$ cat config.mk
export PLATFORM = sky130hd
export DESIGN_NAME = vector_map_and_stack
export DESIGN_NICKNAME = d
export VERILOG_FILES = /design/src/verilog/vms_pkg.sv /design/src/verilog/vector_map_and_stack.sv
export SDC_FILE = /design/constraint.sdc
export NUM_CORES = 2
export LEC_CHECK = 0
export BUFFER_PORTS_ARGS = -buffer_cell sky130_fd_sc_hd__clkbuf_2
export CAP_MARGIN = 25
export CORE_MARGIN = 4
export CORE_UTILIZATION = 35
export CTS_BUF_LIST = sky130_fd_sc_hd__clkbuf_4
export CTS_CLUSTER_SIZE = 40
export DETAILED_ROUTE_END_ITERATION = 7
export GPL_TIMING_DRIVEN = 1
export PLACE_DENSITY = 0.57
export RECOVER_POWER = 50
export SYNTH_ARGS = -nofsm -noshare
export SYNTH_HDL_FRONTEND = slang
export SYNTH_SLANG_ARGS = --single-unit
$ cat constraint.sdc
create_clock -name mclk -period 5.15 [get_ports mclk]
set_input_delay 0.515 -clock mclk [delete_from_list [all_inputs] [get_ports mclk]]
set_output_delay 0.515 -clock mclk [all_outputs]
set_load 0.01 [all_outputs]
$ cat src/verilog/vms_pkg.sv
// Constants, types and map for the vector map and stack block.
// Assumes one system clock domain and an AXI4-Lite register master.
package vms_pkg;
  localparam int          SRC_N      = 11;
  localparam int          RAM_BYTES  = 128;
  localparam int          VEC_BYTES  = 34;
  localparam int          AXI_AW     = 18;
  // Register indices; byte address is four times the index
  localparam logic [15:0] IDX_BRK    = 16'hfe0b;
  localparam logic [15:0] IDX_LVS    = 16'hfe0c;
  localparam logic [15:0] IDX_FBP    = 16'hff7e;
  localparam logic [15:0] IDX_TRIM   = 16'hffc0;
  localparam logic [15:0] IDX_WDOG   = 16'hffff;
  localparam logic [15:0] IDX_VEC0   = 16'h1000;
  localparam logic [15:0] IDX_ERASE  = 16'h1100;
  localparam logic [15:0] IDX_SP     = 16'h1101;
  localparam logic [15:0] IDX_STAT   = 16'h1102;
  localparam logic [15:0] VEC_BASE   = 16'hffde;
  localparam logic [15:0] RAM_LO     = 16'h0080;
  localparam logic [15:0] RAM_HI     = 16'h00ff;
  localparam logic [15:0] SP_RST     = 16'h00ff;
  localparam logic [7:0]  ERASED     = 8'hff;
  localparam logic [2:0]  INT_FRAME  = 3'h5;
  localparam logic [2:0]  CALL_FRAME = 3'h2;
  localparam logic [1:0]  RESP_OKAY  = 2'h0;
  localparam logic [1:0]  RESP_ERR   = 2'h2;
  localparam logic [3:0]  SRC_RESET  = 4'h0;
  localparam logic [3:0]  SRC_TIM0   = 4'h3;
  // High-byte address of each vector, index 0 ranks highest
  localparam logic [15:0] VEC_ADDR [SRC_N] = '{
    16'hfffe,  // reset
    16'hfffc,  // software_interrupt
    16'hfffa,  // external request
    16'hfff6,  // general_timer channel 0
    16'hfff4,  // general_timer channel 1
    16'hfff2,  // general_timer overflow
    16'hfff0,  // modulator fault
    16'hffee,  // modulator_periodic_interrupt
    16'hffec,  // fine_modulator_shutdown
    16'hffe0,  // keyboard
    16'hffde   // converter complete
  };
  typedef struct packed {
    logic [7:0] ccr;
    logic [7:0] acc;
    logic [7:0] idxLo;
    logic [7:0] pcHi;
    logic [7:0] pcLo;
  } vms_ctx_s;
  typedef enum {ST_IDLE, ST_PUSH, ST_FETCH_HI, ST_FETCH_LO, ST_SERVE} vms_state_e;
endpackage

$ cat src/verilog/vector_map_and_stack.sv
// Vector table, stack engine, RAM window and high-page system registers.
// Assumes core handshakes are synchronous to mclk and an AXI4-Lite master.
//
// Implementation choice: the AXI4-Lite interface to the registers.
`timescale 1ns/1ps
// Behaviour
// - Vector priority falls with vector address; reset highest, converter lowest.
// - Timer channel 0 service address comes from its high-then-low vector pair.
// - Timer channel 1 uses its own pair, just below channel 0.
// - Timer overflow uses its own pair, below both timer channels.
// - Modulator fault uses its own pair, directly below timer overflow.
// - Modulator periodic interrupt uses the pair just below the fault vector.
// - Fine modulator shutdown uses its own pair, below periodic interrupt.
// - Addresses 0x0080 through 0x00ff decode to on-chip RAM.
// - Stack pointer is 16 bits, but stack bytes are only kept inside the RAM window.
// - Interrupt entry other than reset pushes five bytes of register state first.
// - Interrupt entry never stacks the upper index register half.
// - A subroutine call pushes a two-byte return address.
// - Stack pointer decrements on each push, increments on each pull.
// - Any write to the watchdog location clears its counter; reset leaves it.
// - Erasing the vector page also erases the oscillator trim byte.
module vector_map_and_stack
  import vms_pkg::*;
#(
  parameter logic [7:0] TRIM_DEF = 8'h80
) (
  input  wire logic              mclk,
  input  wire logic              rst_b,
  input  wire logic [SRC_N-1:0]  irqReq,
  input  wire logic              intTake,
  input  wire vms_ctx_s          ctx,
  input  wire logic              callReq,
  input  wire logic [15:0]       retAddr,
  input  wire logic              pullReq,
  input  wire logic              spLoad,
  input  wire logic [15:0]       spValue,
  input  wire logic              svcDone,
  input  wire logic              breakEnableBit,
  input  wire logic              breakActiveBit,
  input  wire logic              lowVoltageDetectFlag,
  input  wire logic [7:0]        flashProtect,
  output logic                   busy,
  output logic                   intPending,
  output logic [15:0]            vecTarget,
  output logic                   vecValid,
  output logic [7:0]             pullData,
  output logic                   pullValid,
  output logic                   watchdogClear,
  input  wire logic              s_axi_awvalid,
  output logic                   s_axi_awready,
  input  wire logic [AXI_AW-1:0] s_axi_awaddr,
  input  wire logic              s_axi_wvalid,
  output logic                   s_axi_wready,
  input  wire logic [31:0]       s_axi_wdata,
  input  wire logic [3:0]        s_axi_wstrb,
  output logic                   s_axi_bvalid,
  input  wire logic              s_axi_bready,
  output logic [1:0]             s_axi_bresp,
  input  wire logic              s_axi_arvalid,
  output logic                   s_axi_arready,
  input  wire logic [AXI_AW-1:0] s_axi_araddr,
  output logic                   s_axi_rvalid,
  input  wire logic              s_axi_rready,
  output logic [31:0]            s_axi_rdata,
  output logic [1:0]             s_axi_rresp
);

  vms_state_e       state_q;
  logic [2:0]       cnt_q;
  logic             callMode_q;
  logic [39:0]      frame_q;
  logic [3:0]       src_q;
  logic [15:0]      sp_q;
  logic [SRC_N-1:0] pend_q;
  logic [7:0]       hi_q;
  logic [7:0]       ram_q [RAM_BYTES];
  logic [7:0]       vec_q [VEC_BYTES];
  logic [7:0]       trim_q;
  logic             awPend_q;
  logic             wPend_q;
  logic [15:0]      awIdx_q;
  logic [7:0]       wData_q;
  logic             wLane_q;

  // Priority pick: lowest index wins, table order is address order
  function automatic logic [3:0] topOf(input logic [SRC_N-1:0] p);
    logic [3:0] s;
    s = 4'h0;
    for (int i = SRC_N - 1; i >= 0; i--) begin
      if (p[i]) s = 4'(i);
    end
    return s;
  endfunction

  function automatic logic inRam(input logic [15:0] a);
    return (a >= RAM_LO) && (a <= RAM_HI);
  endfunction

  wire logic       anyPend  = |pend_q;
  wire logic [3:0] topSrc   = topOf(pend_q);
  wire logic       takeInt  = (state_q == ST_IDLE) && intTake && anyPend;
  wire logic       takeCall = (state_q == ST_IDLE) && !takeInt && callReq;
  wire logic       takePull = (state_q == ST_IDLE) && !takeInt && !callReq && pullReq;
  wire logic       takeLoad = (state_q == ST_IDLE) && !takeInt && !callReq && !pullReq && spLoad;
  wire logic [15:0] spInc   = sp_q + 16'h0001;
  wire logic [15:0] spDec   = sp_q - 16'h0001;
  wire logic       pushHit  = (state_q == ST_PUSH) && inRam(sp_q);
  wire logic       pullHit  = inRam(spInc);
  wire logic [6:0] pushIdx  = sp_q[6:0];
  wire logic [6:0] pullIdx  = spInc[6:0];
  wire logic [15:0] vecHiAddr = VEC_ADDR[src_q];
  wire logic [15:0] vecOff    = vecHiAddr - VEC_BASE;
  wire logic [5:0] fetchHi  = vecOff[5:0];
  wire logic [5:0] fetchLo  = fetchHi + 6'h01;
  wire logic       pushLast = (state_q == ST_PUSH) && (cnt_q == 3'h1);
  wire logic [SRC_N-1:0] pendClr = ((state_q == ST_SERVE) && svcDone) ? (SRC_N'(1) << src_q) : '0;

  assign busy       = (state_q != ST_IDLE);
  assign intPending = anyPend;

  // Set wins over the service-done clear
  always_ff @(posedge mclk or negedge rst_b) begin
    if (!rst_b) pend_q <= '0;
    else        pend_q <= (pend_q & ~pendClr) | irqReq;
  end

  always_ff @(posedge mclk or negedge rst_b) begin
    if (!rst_b) begin
      state_q    <= ST_IDLE;
      cnt_q      <= 3'h0;
      callMode_q <= 1'b0;
      frame_q    <= '0;
      src_q      <= SRC_RESET;
      hi_q       <= 8'h00;
    end else begin
      case (state_q)
        ST_IDLE: begin
          if (takeInt) begin
            src_q      <= topSrc;
            frame_q    <= ctx;
            cnt_q      <= INT_FRAME;
            callMode_q <= 1'b0;
            state_q    <= (topSrc == SRC_RESET) ? ST_FETCH_HI : ST_PUSH;
          end else if (takeCall) begin
            frame_q    <= {24'h0, retAddr};
            cnt_q      <= CALL_FRAME;
            callMode_q <= 1'b1;
            state_q    <= ST_PUSH;
          end
        end
        ST_PUSH: begin
          frame_q <= {8'h00, frame_q[39:8]};
          cnt_q   <= cnt_q - 3'h1;
          if (pushLast) state_q <= callMode_q ? ST_IDLE : ST_FETCH_HI;
        end
        ST_FETCH_HI: begin
          hi_q    <= vec_q[fetchHi];
          state_q <= ST_FETCH_LO;
        end
        ST_FETCH_LO: state_q <= ST_SERVE;
        ST_SERVE: begin
          if (svcDone) state_q <= ST_IDLE;
        end
        default: state_q <= ST_IDLE;
      endcase
    end
  end

  // Low byte of the frame goes first: return low, then high, index, acc, ccr
  always_ff @(posedge mclk or negedge rst_b) begin
    if (!rst_b)                  sp_q <= SP_RST;
    else if (state_q == ST_PUSH) sp_q <= spDec;
    else if (takePull)           sp_q <= spInc;
    else if (takeLoad)           sp_q <= spValue;
  end

  // Stack writes outside the window are dropped
  always_ff @(posedge mclk) begin
    if (pushHit) ram_q[pushIdx] <= frame_q[7:0];
  end

  always_ff @(posedge mclk or negedge rst_b) begin
    if (!rst_b) begin
      vecTarget <= 16'h0000;
      vecValid  <= 1'b0;
      pullData  <= 8'h00;
      pullValid <= 1'b0;
    end else begin
      vecValid  <= (state_q == ST_FETCH_LO);
      pullValid <= takePull;
      if (state_q == ST_FETCH_LO) vecTarget <= {hi_q, vec_q[fetchLo]};
      if (takePull) pullData <= pullHit ? ram_q[pullIdx] : ERASED;
    end
  end

  // AXI4-Lite write path
  wire logic        doWrite = awPend_q && wPend_q && !s_axi_bvalid;
  wire logic [15:0] vecRel  = awIdx_q - IDX_VEC0;
  // Strobe gates programming only, so a masked vector byte still answers OKAY
  wire logic        vecHitW = (awIdx_q >= IDX_VEC0) && (vecRel < 16'(VEC_BYTES));
  wire logic        wrVec   = doWrite && wLane_q && vecHitW;
  wire logic        wrErase = doWrite && wLane_q && (awIdx_q == IDX_ERASE) && wData_q[0];
  wire logic        wrWdog  = doWrite && (awIdx_q == IDX_WDOG);
  wire logic        wrMap   = vecHitW || (awIdx_q == IDX_ERASE) || (awIdx_q == IDX_WDOG)
                              || (awIdx_q == IDX_BRK) || (awIdx_q == IDX_LVS)
                              || (awIdx_q == IDX_FBP) || (awIdx_q == IDX_TRIM)
                              || (awIdx_q == IDX_SP) || (awIdx_q == IDX_STAT);

  assign s_axi_awready = !awPend_q;
  assign s_axi_wready  = !wPend_q;

  always_ff @(posedge mclk or negedge rst_b) begin
    if (!rst_b) begin
      awPend_q     <= 1'b0;
      wPend_q      <= 1'b0;
      awIdx_q      <= 16'h0000;
      wData_q      <= 8'h00;
      wLane_q      <= 1'b0;
      s_axi_bvalid <= 1'b0;
      s_axi_bresp  <= RESP_OKAY;
    end else begin
      if (s_axi_awvalid && s_axi_awready) begin
        awPend_q <= 1'b1;
        awIdx_q  <= s_axi_awaddr[AXI_AW-1:2];
      end
      if (s_axi_wvalid && s_axi_wready) begin
        wPend_q <= 1'b1;
        wData_q <= s_axi_wdata[7:0];
        wLane_q <= s_axi_wstrb[0];
      end
      if (doWrite) begin
        awPend_q     <= 1'b0;
        wPend_q      <= 1'b0;
        s_axi_bvalid <= 1'b1;
        s_axi_bresp  <= wrMap ? RESP_OKAY : RESP_ERR;
      end else if (s_axi_bready) begin
        s_axi_bvalid <= 1'b0;
      end
    end
  end

  // Clearing is a strobe; the counter itself lives in the watchdog unit
  always_ff @(posedge mclk or negedge rst_b) begin
    if (!rst_b) watchdogClear <= 1'b0;
    else        watchdogClear <= wrWdog;
  end

  // Flash-backed bytes; reset restores the erased vector image and TRIM_DEF trim, a trade-off for sim
  always_ff @(posedge mclk or negedge rst_b) begin
    if (!rst_b) begin
      trim_q <= TRIM_DEF;
    end else if (wrErase) begin
      trim_q <= ERASED;
    end
  end

  for (genvar k = 0; k < VEC_BYTES; k++) begin : g_vec
    always_ff @(posedge mclk or negedge rst_b) begin
      if (!rst_b)                                vec_q[k] <= ERASED;
      else if (wrErase)                          vec_q[k] <= ERASED;
      else if (wrVec && (vecRel[5:0] == 6'(k))) vec_q[k] <= wData_q;
    end
  end

  // AXI4-Lite read path
  wire logic [15:0] arIdx  = s_axi_araddr[AXI_AW-1:2];
  wire logic [15:0] arRel  = arIdx - IDX_VEC0;
  wire logic        arVec  = (arIdx >= IDX_VEC0) && (arRel < 16'(VEC_BYTES));
  wire logic [7:0]  brkVal = {breakEnableBit, breakActiveBit, 6'h00};
  wire logic [7:0]  lvsVal = {lowVoltageDetectFlag, 7'h00};
  wire logic [31:0] statVal = {12'h000, 4'(src_q), 5'h00, SRC_N'(pend_q)};
  wire logic        arMap  = arVec || (arIdx == IDX_BRK) || (arIdx == IDX_LVS) || (arIdx == IDX_FBP)
                             || (arIdx == IDX_TRIM) || (arIdx == IDX_WDOG) || (arIdx == IDX_SP)
                             || (arIdx == IDX_STAT) || (arIdx == IDX_ERASE);
  // Watchdog location reads back the low reset-vector byte
  wire logic [31:0] rdMux  = arVec                ? {24'h0, vec_q[arRel[5:0]]}
                           : (arIdx == IDX_BRK)  ? {24'h0, brkVal}
                           : (arIdx == IDX_LVS)  ? {24'h0, lvsVal}
                           : (arIdx == IDX_FBP)  ? {24'h0, flashProtect}
                           : (arIdx == IDX_TRIM) ? {24'h0, trim_q}
                           : (arIdx == IDX_WDOG) ? {24'h0, vec_q[VEC_BYTES-1]}
                           : (arIdx == IDX_SP)   ? {16'h0, sp_q}
                           : (arIdx == IDX_STAT) ? statVal
                           : 32'h0000_0000;

  assign s_axi_arready = !s_axi_rvalid;

  always_ff @(posedge mclk or negedge rst_b) begin
    if (!rst_b) begin
      s_axi_rvalid <= 1'b0;
      s_axi_rdata  <= 32'h0000_0000;
      s_axi_rresp  <= RESP_OKAY;
    end else if (s_axi_arvalid && s_axi_arready) begin
      s_axi_rvalid <= 1'b1;
      s_axi_rdata  <= rdMux;
      s_axi_rresp  <= arMap ? RESP_OKAY : RESP_ERR;
    end else if (s_axi_rready) begin
      s_axi_rvalid <= 1'b0;
    end
  end
endmodule // vector_map_and_stack

==> impl_metrics.ini <==
[status]
status = complete, but fails checks
violations = max-capacitance violations, max-slew violations

[setup_path]
required_ns = 6.32
cp_max_fo = 28
worstReg2RegStart = state_q[0]$_DFFE_PN0P_
cpPeakStageDelay_ns = 0.84
critPathCaptureType = flip-flop
worstReg2RegEnd = sp_q[10]$_DFFE_PN0P_
cp_slowest_cell = nor3_1
cp_data_arrival_time_ns = 5.62
critPathBufInv = 5
crit_top_cell = dlygate4sd3_1
reg2regPathDepth = 12
crit_type = flip-flop to flip-flop
crit_family = buffers and inverters
start_kind = flip-flop
crit_chain = nor3_1, inv_2, nor2_2, nand3_4, clkinv_4, nor2_1, o21ai_0, dlygate4sd3_1, a21oi_1, dlygate4sd3_1, nor2_1, dlygate4sd3_1
reg2reg_slack_ns = 0.70

[clock_tree]
cts_tree = yes
clkLatencyLatePin_ns = 1.32
clockBufferDepth = 4
cts_htree_levels = 5
postCtsSetupBuffers = 0
cts_buffers = 392
clock-sinks = 1461
cts-root-buf = clkbuf_4
clk_pin_slew_ns = 0.07

[layout]
stdcell_area_mm2 = 0.0764
drive_gt1_share_pct = 27.9
nets = 5664
fillers = 17400
area_delta_synth_final_pct = 17.1
multi_input_area_mm2 = 0.0215
seqCellArea_mm2 = 0.0420
finalNonFillerCells = 8221

[power]
clock_power_share_pct = 23.5
seq_power_share_pct = 37.0
finalPower_mw = 42.1
switchingPower_mw = 17.0
pwr-share-comb_pct = 39.5
power_leakage_nw = 28.7
netSwitchingFraction_pct = 40.4
powerDensity_mw_per_mm2 = 552
ir_worst_vdd_v = 0.000453
p_int_mw = 25.1

[timing]
setup_viol = 0
min_period_ns = 4.45
tns_ns = 0
hold_viol = 0
layout_setup_ws_ns = 0.704
fmax_ghz = 0.225
maxSlewHeadroom_pct = -129
tightest_slew_ns = 3.43
rsz0062_at_grt = no
final_max_slew_viol_count = 805
skew_ns = 0.172
fin_crit_sh_pct = 86.3

[synth]
synth_cells = 4825
synth_mux_area_share_pct = 14.0
synth-adder-area-share_pct = 0.230
ys_seq_area_share_pct = 64.4
synthFlopType = edfxtp_1
ys_top_cells_by_area = edfxtp_1 47%, dfstp_2 11%, mux4_2 8.7%
synth_compound_area_share_pct = 6.22
synth-simple-area-share_pct = 12.0
synth-warning-count = 0
synthArstFlopShare_pct = 29.9
syn_avg_cell_area_um2 = 13.5
synthXorXnorAreaFrac_pct = 0.188
synth_edf_count = 1024
synth_cell_type_count = 92
netlist.area_leader.share_pct = 47.1
syn_area_mm2 = 0.0652
synth_seq_cells = 1461
synth_top_family_by_area = multiplexers
yosysTopAreaCell = edfxtp_1

[detailed_routing]
drcViolationCount = 0
viasPerCell = 5.45
wl_mm = 198
ant_nets = 0
drt_pass1_iterations = 6
num_vias = 44800
drtIter0Drc = 4312
drt-wirelength-per-cell_um = 24.0

[placement]
gp_congestion = 0.858
hpwl_mm = 120
post-place-ws_ns = 0.856
place_area_mm2 = 0.0692
dpl.cell_count = 7301
numPortBuffers = 202

[floorplan]
io_pins = 248
die_width_um = 440
die_h_um = 440
core-area_mm2 = 0.185
fp-row-count = 158
start_util_pct = 35.2
dieArea_mm2 = 0.193

[worst_hold_path]
hp-start = spLoad
hold_class = input port to flip-flop
min_to = sp_q[2]$_DFFE_PN1P_
holdPathStages = 4

[grt]
met1_usage_pct = 26.9
grt_pass1_vias = 45000
grt_use_met3_pct = 4.03
grtUsageMet2_pct = 32.6
grt_pass1_wl_mm = 295
overflow = 0
grt_max_degree = 116
grt_usage_pct = 20.1
grt.busiest_layer = met2
antenna_found_initial = 6

[run]
maxCapViolCount = 13
## worst min-delay path, cell delays in order
cell and delay [ns]:
clkbuf_2 0.13, o211a_1 0.34, nor2_1 0.22, o22a_1 0.21
## cell usage after synthesis (17+ instances only)
library cell / n
mux2_1: 20
nand3_1: 230
nor2_1: 368
buf_4: 34
dfstp_2: 280
nor4_1: 26
a31oi_1: 73
and3_1: 19
nor3b_1: 19
inv_1: 39
o22ai_1: 17
nor2b_1: 20
nand4_1: 19
nor3_1: 122
buf_2: 117
mux2_2: 61
dfrtp_1: 157
a21oi_1: 114
a32oi_1: 56
edfxtp_1: 1024
a22o_1: 20
a211oi_1: 19
buf_1: 31
o21ai_0: 170
clkbuf_1: 174
a222oi_1: 19
mux2i_1: 256
nand2_1: 794
mux4_2: 252
a22oi_1: 28
## sequential cells by signal, indices dropped and copies added (netlist names), 3 cells and up
signal / cells
vec_q: 272
pend_q: 11
sp_q: 16
src_q: 4
vecTarget: 16
hi_q: 8
wData_q: 8
s_axi_rdata: 20
frame_q: 40
ram_q: 1024
cnt_q: 3
awIdx_q: 16
pullData: 8
state_q: 3
## power by group through the flow
stage / clock, mW / sequential (mW) / combinational [mW]
finish: 9.92 / 15.6 / 16.6
floorplan: 0 / 15.2 / 10.5
global placement: 0 / 15.7 / 16.1
global route: 10.8 / 15.7 / 17.8
CTS: 10.2 / 15.5 / 16.5
detailed placement: 0 / 15.8 / 16.1
## layer usage
layer,part of all wire (%),wire (µm)
met1,42,82200
met3,6.9,13700
met5,0.013,26
met4,3.3,6470
met2,48,95200
## worst max-delay path by stage
stage	startpoint	endpoint	depth (start not counted)
after floorplan	src_q[1]$_DFFE_PN0P_	vecTarget[5]$_DFFE_PN0P_	14
after global placement	sp_q[1]$_DFFE_PN1P_	pullData[3]$_DFFE_PN0P_	10
after detailed placement	sp_q[1]$_DFFE_PN1P_	pullData[2]$_DFFE_PN0P_	11
after CTS	sp_q[1]$_DFFE_PN1P_	pullData[2]$_DFFE_PN0P_	11
after global routing	rst_b	hi_q[0]$_DFFE_PN0N_	3
final	state_q[0]$_DFFE_PN0P_	sp_q[10]$_DFFE_PN0P_	12
## placed cells by master, fill, tap and decap left out, types with 11 or more instances in the layout
cell,synthesis,layout
o211ai_1,11,11
a22oi_1,28,26
dfrtp_1,157,157
conb_1,1,14
inv_1,39,39
edfxtp_1,1024,1024
mux2_2,61,61
and3_1,19,19
nor2_1,368,366
clkbuf_4,0,569
a211oi_1,19,19
o21ai_0,170,170
dlygate4sd3_1,0,254
a21o_1,12,12
mux4_2,252,252
nand3b_1,11,11
a32oi_1,56,56
nand3_1,230,230
nor3_1,122,123
nand4_1,19,19
nor2_4,12,14
or3_1,11,11
nor4_1,26,25
buf_4,34,115
o22ai_1,17,17
dfstp_2,280,279
mux2i_1,256,256
clkbuf_2,0,209
mux2_1,20,20
nor2b_1,20,19
a22o_1,20,20
buf_12,0,15
clkinv_1,3,71
a31oi_1,73,73
a21oi_1,114,114
nor3b_1,19,17
nand2_1,794,793
a222oi_1,19,19
## final cells by class
| class | count | area share [%] |
|---|---|---|
| antenna | 10 | 0.0328 |
| clock buffer | 568 | 5.58 |
| clock inverter | 83 | 0.532 |
| inverter | 44 | 0.223 |
| multi-input combinational | 2968 | 28.1 |
| sequential | 1461 | 55.0 |
| tap | 2480 | 4.06 |
| timing repair buffer | 607 | 6.39 |
## per-stage QoR
step	util (%)	hold slack (ns)
CTS	41.2	0.00545
detailed placement	37.3	0.471
global placement	37.3	0.462
finish	41.2	0.125
floorplan	-	0.219
global route	41.2	0.0342
## timing repair
item,4_1_cts,5_1_grt
resized for setup,0,0
endpoints found under the hold margin,324,0
hold buffers,255,0
## cell families after synthesis
family / count (synthesis)
AND/OR/NAND/NOR: 1723
flip-flops: 1461
AO/OA/AOI/OAI: 616
multiplexers: 589
buffers and inverters: 409
XOR/XNOR: 14
adder cells (fa/ha/maj): 12
other: 1
Note: power is estimated with default switching activity, not from simulation.
